--- src/rtl/aic_pkg.sv ---
// How it works
// - Only whole multi-byte transfers reach registers
// - Reads return all six registers in turn
// - Gain code maps linearly, 1.25 dB steps
// - Either mute bit silences the channel
// - Mask resets to ones; bits 0..2 used
// - Mask bit one: external pin governs
// - Mask bit zero: control bit governs
// - Mask bit 2 one forces tone auto-detect
// - Mask bit 7 is read-only power-up flag
// - Control register resets zero; fixed bit map
// - Address 11011 plus two strap bits
// - Bus clock up to 400 kHz from master
// - Acknowledge address and each of the first six written bytes
// - Control bit 0 high means power-down
package aic_pkg;
	localparam int NUM_REGS = 6;
	localparam logic [4:0] ADDR_FIXED = 5'h1b;
	localparam logic [7:0] GAIN_RESET = 8'h3f;
	localparam logic [7:0] MASK_RESET = 8'hff;
	localparam logic [7:0] CTRL_RESET = 8'h00;
	localparam logic [2:0] IDX_BR_R = 3'h0;
	localparam logic [2:0] IDX_BR_L = 3'h1;
	localparam logic [2:0] IDX_SE_R = 3'h2;
	localparam logic [2:0] IDX_SE_L = 3'h3;
	localparam logic [2:0] IDX_MASK = 3'h4;
	localparam logic [2:0] IDX_CTRL = 3'h5;
	localparam int MASK_PDN = 0;
	localparam int MASK_TOPO = 1;
	localparam int MASK_TONE = 2;
	localparam int MASK_FLAG = 7;
	localparam int CTRL_PDN = 0;
	localparam int CTRL_SRC = 1;
	localparam int CTRL_MUTE = 3;
	localparam int CTRL_TOPO = 5;
	localparam int CTRL_BANK = 6;
	localparam int CTRL_TONE = 7;
	localparam int GAIN_MUTE_LO = 6;
	localparam int GAIN_MUTE_HI = 7;
	// Power-up sequence length; 50 ms at 25 MHz
	localparam int PWRUP_MS = 50;
	localparam int CLK_KHZ = 25000;
	localparam int PWRUP_CYCLES = PWRUP_MS * CLK_KHZ;
	typedef struct packed {
		logic       mute;
		logic [5:0] code;
	} aic_gain_t;
	typedef struct packed {
		logic [7:0] data;
		logic       wr;
		logic       last;
	} aic_wbyte_t;
endpackage : aic_pkg

--- src/rtl/aic_gain_sel.sv ---
`timescale 1ns/1ps
// Chooses bridge or single-ended bank and folds the mute bits in
module aic_gain_sel
	import aic_pkg::*;
(
	input  wire logic [7:0] bridge_reg,
	input  wire logic [7:0] single_reg,
	input  wire logic       use_single,
	input  wire logic       global_mute,
	output aic_gain_t       gain
);
	logic [7:0] sel;
	always_comb begin
		sel = use_single ? single_reg : bridge_reg;
		gain.code = sel[5:0];
		gain.mute = sel[GAIN_MUTE_HI] | sel[GAIN_MUTE_LO] | global_mute;
	end
endmodule : aic_gain_sel

--- src/rtl/aic_regs.sv ---
`timescale 1ns/1ps
module aic_regs
	import aic_pkg::*;
#(
	parameter int PWRUP_LEN = PWRUP_CYCLES
)
(
	input  wire logic       CLK,
	input  wire logic       SYS_RST,
	input  wire logic       SCL_I,
	input  wire logic       SDA_I,
	output logic            SDA_O,
	output logic            SDA_OE,
	input  wire logic       ADDR_STRAP_HIGH,
	input  wire logic       ADDR_STRAP_LOW,
	input  wire logic       POWER_DOWN_PIN_N,
	input  wire logic       OUTPUT_TOPOLOGY_SELECT,
	output logic            POWER_DOWN,
	output logic            INPUT_SOURCE_SELECT,
	output logic            SINGLE_ENDED_OUTPUT,
	output logic            TONE_FORCE,
	output logic [5:0]      RIGHT_GAIN_CODE,
	output logic            RIGHT_MUTE,
	output logic [5:0]      LEFT_GAIN_CODE,
	output logic            LEFT_MUTE,
	output logic            POWERING_UP
);
	typedef enum logic [5:0] {
		ST_IDLE = 6'b000001,
		ST_ADDR = 6'b000010,
		ST_WRX  = 6'b000100,
		ST_RTX  = 6'b001000,
		ST_ACK  = 6'b010000,
		ST_MACK = 6'b100000
	} aic_state_t;

	logic scl, sda, scl_d, sda_d;
	logic pdn_pin, topo_pin;
	aic_sync u_scl (.CLK(CLK), .SYS_RST(SYS_RST), .din(SCL_I), .dout(scl));
	aic_sync u_sda (.CLK(CLK), .SYS_RST(SYS_RST), .din(SDA_I), .dout(sda));
	aic_sync u_pdn (.CLK(CLK), .SYS_RST(SYS_RST), .din(POWER_DOWN_PIN_N),
		.dout(pdn_pin));
	aic_sync u_topo (.CLK(CLK), .SYS_RST(SYS_RST),
		.din(OUTPUT_TOPOLOGY_SELECT), .dout(topo_pin));

	logic scl_rise, scl_fall, start_c, stop_c;
	assign scl_rise = scl & ~scl_d;
	assign scl_fall = ~scl & scl_d;
	assign start_c = scl & scl_d & sda_d & ~sda;
	assign stop_c = scl & scl_d & ~sda_d & sda;

	aic_state_t state, next_state;
	logic [7:0] regs [NUM_REGS];
	logic [7:0] stage [NUM_REGS];
	logic [7:0] shreg, next_shreg;
	logic [3:0] bitcnt, next_bitcnt;
	logic [2:0] idx, next_idx;
	logic       rnw, next_rnw, drive, next_drive, acked, next_acked;
	logic [7:0] next_regs [NUM_REGS];
	logic [7:0] next_stage [NUM_REGS];
	logic [22:0] pcnt, next_pcnt;
	logic        pwr, next_pwr;

	// power-up flag runs from reset for a fixed time
	always_comb begin
		next_pcnt = pcnt;
		next_pwr = pwr;
		if (pwr) begin
			if (pcnt == 23'(PWRUP_LEN - 1))
				next_pwr = 1'b0;
			else
				next_pcnt = pcnt + 23'h1;
		end
	end

	always_comb begin
		next_state = state;
		next_shreg = shreg;
		next_bitcnt = bitcnt;
		next_idx = idx;
		next_rnw = rnw;
		next_drive = drive;
		next_acked = acked;
		next_regs = regs;
		next_stage = stage;
		if (start_c) begin
			next_state = ST_ADDR;
			next_bitcnt = 4'h0;
			next_idx = 3'h0;
			next_drive = 1'b0;
		end else if (stop_c) begin
			// commit only a complete six-byte write
			if (state != ST_IDLE && !rnw && idx == 3'(NUM_REGS)) begin
				for (int i = 0; i < NUM_REGS; i++)
					next_regs[i] = stage[i];
				next_regs[IDX_MASK][MASK_FLAG] = 1'b1;
			end
			next_state = ST_IDLE;
			next_drive = 1'b0;
		end else begin
			case (state)
			ST_IDLE: begin
				next_drive = 1'b0;
			end
			ST_ADDR, ST_WRX: begin
				if (scl_rise) begin
					next_shreg = {shreg[6:0], sda};
					next_bitcnt = bitcnt + 4'h1;
				end
				if (scl_fall && bitcnt == 4'h8) begin
					next_bitcnt = 4'h0;
					if (state == ST_ADDR) begin
						if (shreg[7:1] == {ADDR_FIXED, ADDR_STRAP_HIGH,
								ADDR_STRAP_LOW}) begin
							next_rnw = shreg[0];
							next_drive = 1'b1;
							next_acked = 1'b1;
							next_state = ST_ACK;
						end else
							next_state = ST_IDLE;
					end else if (idx < 3'(NUM_REGS)) begin
						next_stage[idx] = shreg;
						next_idx = idx + 3'h1;
						next_drive = 1'b1;
						next_state = ST_ACK;
					end else begin
						next_state = ST_IDLE;
					end
				end
			end
			ST_ACK: begin
				if (scl_fall) begin
					if (rnw) begin
						next_shreg = (idx == IDX_MASK) ?
							{pwr, regs[IDX_MASK][6:0]} : regs[idx];
						next_drive = ~next_shreg[7];
						next_bitcnt = 4'h1;
						next_state = ST_RTX;
					end else begin
						next_drive = 1'b0;
						next_state = ST_WRX;
					end
				end
			end
			ST_RTX: begin
				if (scl_fall) begin
					if (bitcnt == 4'h8) begin
						next_drive = 1'b0;
						next_bitcnt = 4'h0;
						next_state = ST_MACK;
					end else begin
						next_shreg = {shreg[6:0], 1'b0};
						next_drive = ~shreg[6];
						next_bitcnt = bitcnt + 4'h1;
					end
				end
			end
			ST_MACK: begin
				if (scl_rise) begin
					// stop after six or on master nack
					if (sda || idx == 3'(NUM_REGS - 1))
						next_state = ST_IDLE;
					else begin
						next_idx = idx + 3'h1;
						next_state = ST_ACK;
					end
				end
			end
			default: next_state = ST_IDLE;
			endcase
		end
		if (state == ST_ACK && rnw && scl_fall && idx == 3'h0 && !acked)
			next_drive = next_drive;
		if (state == ST_ACK && !scl_fall)
			next_acked = acked;
	end

	// Master-ack path reuses ST_ACK with no drive; first byte keeps idx 0
	logic next_sda_o;
	aic_gain_t gr, gl;
	logic use_single, topo_se, pdn_eff, tone_f;
	always_comb begin
		// mask set: pin governs; mask clear: control bit
		// control bit high powers down, pin is active low
		pdn_eff = regs[IDX_MASK][MASK_PDN] ? ~pdn_pin :
			regs[IDX_CTRL][CTRL_PDN];
		topo_se = regs[IDX_MASK][MASK_TOPO] ? topo_pin :
			regs[IDX_CTRL][CTRL_TOPO];
		use_single = regs[IDX_MASK][MASK_TOPO] ? topo_pin :
			regs[IDX_CTRL][CTRL_BANK];
		// mask bit 2 set forces auto-detect
		tone_f = ~regs[IDX_MASK][MASK_TONE] & regs[IDX_CTRL][CTRL_TONE];
		next_sda_o = 1'b0;
	end
	// code passes straight to the linear gain ladder
	aic_gain_sel u_gr (.bridge_reg(regs[IDX_BR_R]),
		.single_reg(regs[IDX_SE_R]), .use_single(use_single),
		.global_mute(regs[IDX_CTRL][CTRL_MUTE]), .gain(gr));
	aic_gain_sel u_gl (.bridge_reg(regs[IDX_BR_L]),
		.single_reg(regs[IDX_SE_L]), .use_single(use_single),
		.global_mute(regs[IDX_CTRL][CTRL_MUTE]), .gain(gl));

	always_ff @(posedge CLK) begin
		if (SYS_RST) begin
			scl_d <= 1'b1;
			sda_d <= 1'b1;
			state <= ST_IDLE;
			shreg <= 8'h00;
			bitcnt <= 4'h0;
			idx <= 3'h0;
			rnw <= 1'b0;
			drive <= 1'b0;
			acked <= 1'b0;
			pcnt <= 23'h0;
			pwr <= 1'b1;
			for (int i = 0; i < 4; i++) begin
				regs[i] <= GAIN_RESET;
				stage[i] <= GAIN_RESET;
			end
			regs[IDX_MASK] <= MASK_RESET;
			stage[IDX_MASK] <= MASK_RESET;
			regs[IDX_CTRL] <= CTRL_RESET;
			stage[IDX_CTRL] <= CTRL_RESET;
			SDA_O <= 1'b0;
			SDA_OE <= 1'b1;
			POWER_DOWN <= 1'b0;
			INPUT_SOURCE_SELECT <= 1'b0;
			SINGLE_ENDED_OUTPUT <= 1'b0;
			TONE_FORCE <= 1'b0;
			RIGHT_GAIN_CODE <= 6'h3f;
			RIGHT_MUTE <= 1'b0;
			LEFT_GAIN_CODE <= 6'h3f;
			LEFT_MUTE <= 1'b0;
			POWERING_UP <= 1'b1;
		end else begin
			scl_d <= scl;
			sda_d <= sda;
			state <= next_state;
			shreg <= next_shreg;
			bitcnt <= next_bitcnt;
			idx <= next_idx;
			rnw <= next_rnw;
			drive <= next_drive;
			acked <= next_acked;
			pcnt <= next_pcnt;
			pwr <= next_pwr;
			regs <= next_regs;
			stage <= next_stage;
			SDA_O <= next_sda_o;
			// Enable is low while pulling the line low
			SDA_OE <= ~next_drive;
			POWER_DOWN <= pdn_eff;
			INPUT_SOURCE_SELECT <= regs[IDX_MASK][MASK_TOPO] ? topo_pin :
				regs[IDX_CTRL][CTRL_SRC];
			SINGLE_ENDED_OUTPUT <= topo_se;
			TONE_FORCE <= tone_f;
			RIGHT_GAIN_CODE <= gr.code;
			RIGHT_MUTE <= gr.mute;
			LEFT_GAIN_CODE <= gl.code;
			LEFT_MUTE <= gl.mute;
			POWERING_UP <= pwr;
		end
	end
endmodule : aic_regs

--- src/rtl/aic_sync.sv ---
`timescale 1ns/1ps
// Three-stage input synchroniser; output changes when stages 2 and 3 agree
module aic_sync
	import aic_pkg::*;
(
	input  wire logic CLK,
	input  wire logic SYS_RST,
	input  wire logic din,
	output logic      dout
);
	logic [2:0] sh;
	logic [2:0] next_sh;
	logic       next_dout;
	always_comb begin
		next_sh = {sh[1:0], din};
		next_dout = (sh[2] == sh[1]) ? sh[2] : dout;
	end
	always_ff @(posedge CLK) begin
		if (SYS_RST) begin
			sh <= 3'h7;
			dout <= 1'b1;
		end else begin
			sh <= next_sh;
			dout <= next_dout;
		end
	end
endmodule : aic_sync

--- config.mk ---
export PLATFORM = sky130hd
export DESIGN_NAME = aic_regs
export DESIGN_NICKNAME = d
export VERILOG_FILES = /design/src/rtl/aic_pkg.sv /design/src/rtl/aic_gain_sel.sv /design/src/rtl/aic_regs.sv /design/src/rtl/aic_sync.sv
export SDC_FILE = /design/constraint.sdc
export NUM_CORES = 1
export LEC_CHECK = 0
export BUFFER_PORTS_ARGS = -buffer_cell sky130_fd_sc_hd__buf_2
export CAP_MARGIN = 20
export CORE_MARGIN = 2
export CORE_UTILIZATION = 30
export DETAILED_ROUTE_END_ITERATION = 10
export GPL_TIMING_DRIVEN = 0
export PLACE_DENSITY = 0.53
export SETUP_SLACK_MARGIN = 0.1
export SLEW_MARGIN = 20
export SYNTH_ARGS = -nofsm -noshare
export SYNTH_HDL_FRONTEND = slang
export SYNTH_SLANG_ARGS = --single-unit
--- constraint.sdc ---
create_clock -name CLK -period 3.01 [get_ports CLK]
set_input_delay 0.301 -clock CLK [delete_from_list [all_inputs] [get_ports CLK]]
set_output_delay 0.301 -clock CLK [all_outputs]
set_load 0.03 [all_outputs]
==> run summary, run 1 <==
status -> finished, final reports clean
Post-synth ARST share -> 0%
pwr dens -> 532 nW/um^2
fin nets -> 930
Worst Max-Slew Pin Slew -> 0.924 ns
clk_lat worst skew -> 0.43 ns
DRC viols -> 0
Static Leak -> 0.00326 uW
clock buffer depth -> 2
Post-Route WL -> 20,600 um
CP endpoint kind -> register
Post-Synthesis Cells -> 870
Internal -> 3640 uW
initial core utilization -> 30.6%
dpl hpwl -> 14,600 um
RSZ-0062 raised after global routing -> false
Fin Clk Skew -> 0.0108 ns
DR iter-0 viols -> 438
Clock Power Share -> 47.2%
Crit Path Max Fanout -> 8
fraction of layout cells with a size suffix above 1 -> 12.8%
Worst Path Arrival -> 2.82 ns
area delta synth->final -> 14.6%
post-synthesis cell type count -> 70
final worst path period need -> 2.53 ns
predominant post-synthesis flop cell -> dfxtp_1
die area -> 27,000 um^2
vias in the first global route -> 5,867
initial antenna violation count -> 0
row cnt -> 58
drt wl/cell -> 16.4 um
Seq/Total Area, Yosys -> 46.5%
crit-path cells -> inv_1, ha_1, and3b_1, clkbuf_1, nand4_4, nor4_4, mux2i_1, nand2_1
Clock Root Buffer -> clkbuf_16
first-pass GRT wire length -> 32,500 um
die height -> 164 um
critical path data required time -> 3.30 ns
commonest non-fill, non-tap cell in the layout -> dfxtp_1
Fin Setup TNS -> 0 ns
Mean Syn Cell Area -> 8.87 um^2
Via Count -> 6,239
Post-synth EDFFs -> 0
Core Util, Final -> 35.1%
commonest cells after routing, fill and taps aside -> dfxtp_1, nand2_1, nor2_1
final hold viol count -> 0
CTS tree -> yes
Vias/cell -> 4.96
Total GRT Usage -> 15.8%
cts repair resizes -> 0
final setup vio count -> 0
slowest cell delay on critical path -> 0.77 ns
fin crit share -> 84.0%
critical path launch point type -> register
HP Class -> in2reg
CP max-delay cell -> nor4_4
H-tree depth -> 4
Inserted Diodes -> 0
clock sink count -> 179
Comb pwr share -> 2.1%
Max-Cap Viols -> 0
Clock transition at path regs -> 0.07 ns
VDD IR-drop max -> 284 uV
Post-Syn Area -> 7710 um^2
WS Path Type -> reg2reg
syn nets -> 885
IO Count -> 29
cts hold-fix bufs -> 0
Crit path buffers/inverters -> 2
Max-slew headroom -> 36.6%
ANT nets after route -> 0
gp weighted congestion -> 0.845
Slew Limit Fails -> 0
Top delay family on crit path -> simple AND/OR/NAND/NOR gates
Yosys reg bits -> 179
Synthesis Warnings -> 0
CTS Buf Count -> 17
DRT Pass-1 Iters -> 5
Core ar. -> 25,200 um^2
sw frac -> 22.7%
NetSw -> 1070 uW
postcts setup bufs -> 0
Total Power -> 4700 uW
I/O Buffers -> 26
GR Overflow Total -> 0
chip width -> 164 um
Flop pwr share -> 50.7%
largest net degree at the start of global routing -> 17
fmax -> 0.396 GHz
==> routing by layer <==
layer | track usage [%] | vias up | wire (um) | share of wire (%)
met1 | 21.2 | 2951 | 9880 | 48
met3 | 2.88 | 27 | 691 | 3.4
met5 | 0 | - | 0 | 0
met4 | 5.86 | 0 | 461 | 2.2
li1 | - | 3145 | - | -
met2 | 25.1 | 116 | 9520 | 46
==> layout make-up <==
| cell class | instances | area, um^2 |
|---|---|---|
| multi-input cells | 620 | 3830 |
| plain buffers | 60 | 268 |
| fillers | 2600 | 16300 |
| repair buffers | 26 | 130 |
| clock buffers | 18 | 429 |
| well taps | 330 | 413 |
| inverters | 11 | 41.3 |
| flip-flops and latches | 179 | 3580 |
| clock inverters | 13 | 149 |
==> synth_stat cells (all sizes together), types with 10 or more instances <==
master | number | area, um^2
nand2 | 159 | 597
buf | 26 | 140
nand3 | 52 | 260
clkbuf | 34 | 128
or2 | 17 | 106
a21oi | 54 | 270
o21ai | 18 | 93.8
mux2i | 60 | 601
o211ai | 10 | 85.1
nor2 | 61 | 229
xor2 | 14 | 123
nor3 | 25 | 125
inv | 11 | 41.3
dfxtp | 179 | 3580
==> power groups by stage <==
stage / Combinational (uW) / Sequential [uW] / Clock (uW)
after floorplan: 56.1 / 2440 / 0
after global placement: 97.7 / 2440 / 0
after detailed placement: 98.2 / 2440 / 0
after CTS: 98.5 / 2380 / 2270
after global routing: 106 / 2390 / 2370
final: 97.4 / 2390 / 2220
==> registers in the layout, indices dropped and copies added, names as in the netlist, 3 cells and up <==
name / count
LEFT_GAIN_CODE: 6
RIGHT_GAIN_CODE: 6
bitcnt: 4
idx: 3
pcnt: 23
regs: 47
shreg: 8
stage: 47
state: 6
u_pdn.sh: 3
u_scl.sh: 3
u_sda.sh: 3
u_topo.sh: 3
==> cells by family (layout without fill, tap and decap cells) <==
group	after synthesis	in the layout	synth area share [%]
and+or+nand+nor	387	387	25.0
DFF	179	179	46.5
AOI/OAI and AO/OA	138	138	12.0
buffers and inverters	71	128	4.01
muxes	69	69	9.29
xor gates and xnor gates	18	18	2.04
adders and majority gates	7	7	1.14
other	1	1	0.0486
==> final timing paths <==
check	startpoint	end	slack [ns]	depth (start not counted)
hold / removal	POWER_DOWN_PIN_N	u_pdn.sh[0]	0.05	2
setup reg to reg	bitcnt[0]	stage[37]	0.48	8
setup / recovery	bitcnt[0]	stage[37]	0.48	8
hold reg to reg	u_scl.sh[0]	u_scl.sh[1]	0.41	1
==> through the flow <==
step / hold WS, ns / worst slack, ns / area (um^2) / std cells
floorplan: 0.389 / 0.882 / 7710 / 870
global placement: 0.394 / 0.377 / 8260 / 1226
detailed placement: 0.396 / 0.314 / 8260 / 1226
CTS: 0.0394 / 0.295 / 8830 / 1257
global route: 0.0435 / 0.324 / 8840 / 1257
finish: 0.0521 / 0.482 / 8840 / 1257
Power figures use the tool's default switching activity.
==> run 2: changes to the inputs <==
--- a/config.mk
+++ b/config.mk
@@ -11,7 +11,7 @@
 export CORE_UTILIZATION = 30
 export DETAILED_ROUTE_END_ITERATION = 10
 export GPL_TIMING_DRIVEN = 0
-export PLACE_DENSITY = 0.53
+export PLACE_DENSITY = 0.54
 export SETUP_SLACK_MARGIN = 0.1
 export SLEW_MARGIN = 20
 export SYNTH_ARGS = -nofsm -noshare
==> constraint.sdc (replaced) <==
create_clock -name CLK -period 2.15 [get_ports CLK]
set_input_delay 0.215 -clock CLK [delete_from_list [all_inputs] [get_ports CLK]]
set_output_delay 0.215 -clock CLK [all_outputs]
set_load 0.03 [all_outputs]
==> run 2 against run 1 <==
  * Non-clock buffer count up 52
  * Wire length grew 7.6%
  * Cell area up 13%
  * Critical path type unchanged
  * Largest cell class unchanged
==> run summary, run 2 (synthesized netlist as in run 1, its figures left out) <==
status -> finished, final reports clean
Static Leak -> 0.00374 uW
largest net degree at the start of global routing -> 17
initial antenna violation count -> 0
critical path data required time -> 2.47 ns
row cnt -> 58
CTS tree -> yes
drt wl/cell -> 16.9 um
H-tree depth -> 4
Final Cell Area -> 9960 um^2
Hold Path Cell Cnt -> 1
Via Count -> 6,639
vias in the first global route -> 6,198
hold path start -> u_sda.sh[0]
clock sink count -> 179
clock buffer depth -> 2
I/O Buffers -> 26
Inserted Diodes -> 0
WS Path Type -> reg2reg
end of the worst hold path -> u_sda.sh[1]
Reg2Reg Depth -> 6
Clock Root Buffer -> clkbuf_16
chip width -> 164 um
ANT nets after route -> 0
Reg2Reg Setup Slack -> 0.04 ns
Worst Max-Slew Pin Slew -> 0.746 ns
commonest cells after routing, fill and taps aside -> dfxtp_1, nand2_1, nor2_1
FF-to-FF Start -> pcnt[10]
Total GRT Usage -> 16.3%
origin of the worst setup path -> pcnt[10]
final hold viol count -> 0
die area -> 27,000 um^2
CTS Buf Count -> 17
initial core utilization -> 30.6%
CP endpoint kind -> register
first-pass GRT wire length -> 33,900 um
dpl cell area -> 8260 um^2
Max-Cap Viols -> 0
VDD IR-drop max -> 464 uV
DR iter-0 viols -> 567
RSZ-0062 raised after global routing -> true
dpl hpwl -> 14,500 um
Max-slew headroom -> 50.3%
Post-Route WL -> 22,100 um
Core ar. -> 25,200 um^2
Sequential cell area -> 3610 um^2
Slew Limit Fails -> 0
Worst Path Arrival -> 2.44 ns
Crit Path Max Fanout -> 4
Fin Setup TNS -> 0 ns
commonest non-fill, non-tap cell in the layout -> dfxtp_1
pwr dens -> 656 nW/um^2
Fin Hold WS -> 0.409 ns
Fin Clk Skew -> 0.00857 ns
final setup vio count -> 0
critical path launch point type -> register
final worst path period need -> 2.11 ns
area of the multi-input gates -> 4240 um^2
gp weighted congestion -> 0.856
HP Class -> reg2reg
fin nets -> 982
Crit Reg-Reg Endpoint -> pcnt[22]
GR Overflow Total -> 0
Largest regs -> regs x47, stage x47, pcnt x23
DRC viols -> 0
fmax -> 0.473 GHz
fraction of layout cells with a size suffix above 1 -> 26.3%
IO Count -> 29
Clock transition at path regs -> 0.07 ns
Fill cells -> 2,532
DRT Pass-1 Iters -> 5
die height -> 164 um
fin crit share -> 98.4%
clk_lat worst skew -> 0.44 ns
area delta synth->final -> 29.1%
Vias/cell -> 5.07
[run 2: cell count changes in the layout (fill, tap and decap cells not counted), moves of 5 or more]
cell	change
buf_6	+15
nor3_2	+10
dfxtp_1	-16
clkbuf_2	+10
nor3_1	-12
clkbuf_1	-13
nand2_1	-5
buf_2	-15
dfxtp_2	+14
buf_4	+35
nand2_2	+5
buf_8	+8
[run 2: how the worst max path moves through the flow]
stage / to / depth (start not counted) / slack, ns
after floorplan: pcnt[22] / 6 / 0.11
after global placement: stage[41] / 8 / -0.32
after detailed placement: stage[44] / 8 / -0.30
after CTS: rnw / 7 / 0.05
after global routing: stage[16] / 10 / -0.07
final: pcnt[22] / 6 / 0.04
[run 2: critical path: stages, from the launching register on]
cell and delay [ns]:
dfxtp_2 0.34, or4b_1 0.50, or4_4 0.50, o21ai_4 0.17, buf_6 0.14, nor4_2 0.05
mux2_4 0.29
[run 2: power by group]
part | total (uW) | switching [uW] | internal, uW
Clock | 3050 | 1410 | 1640
Sequential | 3340 | 9.64 | 3330
Combinational | 146 | 106 | 40.2
Total | 6530 | 1520 | 5010
[run 2: through the flow]
stage | utilization (%) | instances | power, uW | worst slack, ns
2_1_floorplan | - | 870 | 3500 | 0.109
3_3_place_gp | 32.8 | 1226 | 3550 | -0.317
3_5_place_dp | 32.8 | 1226 | 3550 | -0.299
4_1_cts | 37.2 | 1296 | 6580 | 0.0537
5_1_grt | 39.5 | 1310 | 6740 | -0.0725
6_report | 39.5 | 1310 | 6530 | 0.0354
[run 2: repair_timing]
action,CTS,global route
gates resized for setup,59,120
hold buffers,4,0
endpoints found under the hold margin,4,0
gates cloned,0,3
setup endpoints to repair,145,135
buffers inserted,35,11
pin swaps,15,35
[run 2: final cells by class]
type	instances	area share [%]
Multi-Input combinational cell	620	42.6
Sequential cell	179	36.2
Timing Repair Buffer	79	6.61
Clock buffer	18	4.41
Buffer	59	4.23
Tap cell	330	4.15
Clock inverter	14	1.28
Inverter	11	0.490
[run 2: per-layer routing]
metal  vias up  global-route usage, %  routed length (um)
met2       120                   26.8               10700
met1      3246                   21.4               10200
met5         -                      0                   0
li1       3243                      -                   -
met4         0                   6.14                 485
met3        30                   2.83                 698
==> run 3: changes to the inputs <==
--- a/config.mk
+++ b/config.mk
@@ -12,7 +12,7 @@
 export DETAILED_ROUTE_END_ITERATION = 10
 export GPL_TIMING_DRIVEN = 0
 export PLACE_DENSITY = 0.54
-export SETUP_SLACK_MARGIN = 0.1
+export SETUP_SLACK_MARGIN = 0.5
 export SLEW_MARGIN = 20
 export SYNTH_ARGS = -nofsm -noshare
 export SYNTH_HDL_FRONTEND = slang
==> run 3 against run 2 <==
  * Maximum frequency is 0.51% lower
  * Clock power grew 5%
  * Register-to-register slack barely moved
  * Clock-buffer cell count grew 1
  * Global-route usage grew 1.0 points
  * Via count grew 4.5%
  * Clock skew is 0.0021 ns higher
  * First-iteration DRC count decreased by 41%
  * Worst hold slack got worse by 0.069 ns
  * Total power increased by 2.6%
  * Critical path depth did not move
  * Critical endpoint unchanged
  * Largest cell class unchanged
==> run summary, run 3 (synthesized netlist as in run 1, its figures left out) <==
crit-path cells -> or4b_1, or4_4, o21ai_4, buf_6, nor4_2, mux2_4
end of the worst hold path -> pcnt[22]
ANT nets after route -> 0
FF-to-FF Start -> pcnt[8]
H-tree depth -> 4
CP endpoint kind -> register
VDD IR-drop max -> 493 uV
commonest non-fill, non-tap cell in the layout -> dfxtp_1
DRC viols -> 0
CTS tree -> yes
Inserted Diodes -> 0
fraction of layout cells with a size suffix above 1 -> 43.1%
commonest cells after routing, fill and taps aside -> dfxtp_1, nand2_1, mux2i_1
CP max-delay cell -> or4b_1
critical path data required time -> 2.48 ns
drt wl/cell -> 17.7 um
Fin Clk Skew -> 0.0107 ns
fmax -> 0.470 GHz
die height -> 164 um
Largest regs -> regs x47, stage x47, pcnt x23
Total GRT Usage -> 17.3%
sw frac -> 23.0%
Core ar. -> 25,200 um^2
clock buffer depth -> 2
Sequential cell area -> 3610 um^2
critical path launch point type -> register
area delta synth->final -> 46.8%
DR iter-0 viols -> 334
dpl hpwl -> 14,900 um
Max-slew headroom -> 31.7%
Max-Cap Viols -> 0
HP Class -> in2reg
DRT Pass-1 Iters -> 7
clock sink count -> 179
row cnt -> 58
chip width -> 164 um
Worst Path Arrival -> 2.45 ns
Final Cell Area -> 11,300 um^2
hold path start -> SYS_RST
final hold viol count -> 0
pwr dens -> 592 nW/um^2
vias in the first global route -> 6,367
WS Path Type -> reg2reg
clk_lat worst skew -> 0.44 ns
Static Leak -> 0.00416 uW
die area -> 27,000 um^2
Reg2Reg Depth -> 6
Internal -> 5160 uW
initial antenna violation count -> 0
dpl cell area -> 8530 um^2
Flop pwr share -> 49.8%
IO Count -> 29
Post-Route WL -> 23,900 um
fin nets -> 1,020
Clock transition at path regs -> 0.07 ns
gp weighted congestion -> 0.811
Crit Path Max Fanout -> 6
final setup vio count -> 0
largest net degree at the start of global routing -> 17
fin crit share -> 98.9%
Hold Path Cell Cnt -> 3
Fill cells -> 2,349
Comb pwr share -> 2.5%
GR Overflow Total -> 0
RSZ-0062 raised after global routing -> true
NetSw -> 1540 uW
status -> finished, final reports clean
Reg2Reg Setup Slack -> 0.02 ns
initial core utilization -> 30.6%
I/O Buffers -> 26
Slew Limit Fails -> 0
Crit Reg-Reg Endpoint -> pcnt[22]
Fin Hold WS -> 0.340 ns
first-pass GRT wire length -> 35,800 um
Worst Max-Slew Pin Slew -> 1.02 ns
Via Count -> 6,938
Vias/cell -> 5.15
slowest cell delay on critical path -> 0.51 ns
Clock Power Share -> 47.8%
final worst path period need -> 2.13 ns
CTS Buf Count -> 17
area of the multi-input gates -> 5030 um^2
Clock Root Buffer -> clkbuf_16
==> run 3: changes by cell type in the layout (fill, tap and decap cells not counted), moves of 10 or more <==
cell,previous run,this run
a21oi_1,52,20
a21oi_2,1,31
buf_6,16,40
nand2_1,154,105
nand2_2,5,15
nand2_4,0,39
nand3_1,49,18
nand3_2,3,34
==> run 3: cell type report <==
cell class	instances	share of cell area [%]
timing repair buffer	116	9.88
clock buffer	19	4.00
multi-input combinational	620	44.4
clock inverter	13	1.29
tap	330	3.65
sequential	179	31.9
buffer	60	4.46
inverter	11	0.398
==> run 3: metrics by stage <==
step                      setup TNS [ns]  power (uW)  setup slack (ns)  utilization [%]  cells
after floorplan                        0        3500             0.137                -    870
final                                  0        6700            0.0246             45.0   1348
after global placement             -3.12        3550            -0.194             33.9   1226
after detailed placement           -3.91        3550            -0.230             33.9   1226
after CTS                              0        6740            0.0687             40.7   1320
after global routing             -0.0665        6890           -0.0347             45.0   1348
==> run 3: worst max-delay path by stage <==
stage / start / to / slack [ns]
final: pcnt[8] / pcnt[22] / 0.02
after global routing: pcnt[8] / pcnt[22] / -0.03
after CTS: pcnt[8] / pcnt[22] / 0.07
after detailed placement: state[0] / stage[46] / -0.23
after global placement: state[0] / stage[40] / -0.19
after floorplan: pcnt[8] / pcnt[22] / 0.14
==> run 3: critical path, delay by kind of cell (launching register included) <==
kind / cells / cell delay [ns]
AOI/OAI and AO/OA: 1 / 0.16
DFF: 1 / 0.33
and+or+nand+nor: 3 / 1.06
muxes: 1 / 0.29
buffers and inverters: 1 / 0.16
==> run 3: what timing repair did <==
action | in CTS | in global routing
hold buffers | 4 | 0
endpoints found under the setup margin | 159 | 150
resized for setup | 122 | 220
endpoints found under the hold margin | 4 | 0
cloned | 5 | 1
pin swaps | 38 | 68
buffers inserted | 53 | 27
==> run 3: power groups by stage <==
stage / logic, uW / registers [uW] / clock network, uW
floorplan: 80.5 / 3420 / 0
global placement: 137 / 3420 / 0
detailed placement: 137 / 3420 / 0
CTS: 149 / 3340 / 3250
global route: 177 / 3340 / 3380
finish: 164 / 3340 / 3200
==> run 3: per-layer routing <==
| layer | vias up | routed length, um | global-route usage [%] |
|---|---|---|---|
| met5 | - | 0 | 0 |
| li1 | 3349 | - | - |
| met2 | 120 | 11600 | 28.5 |
| met3 | 45 | 748 | 2.95 |
| met1 | 3424 | 11000 | 22.8 |
| met4 | 0 | 587 | 6.30 |
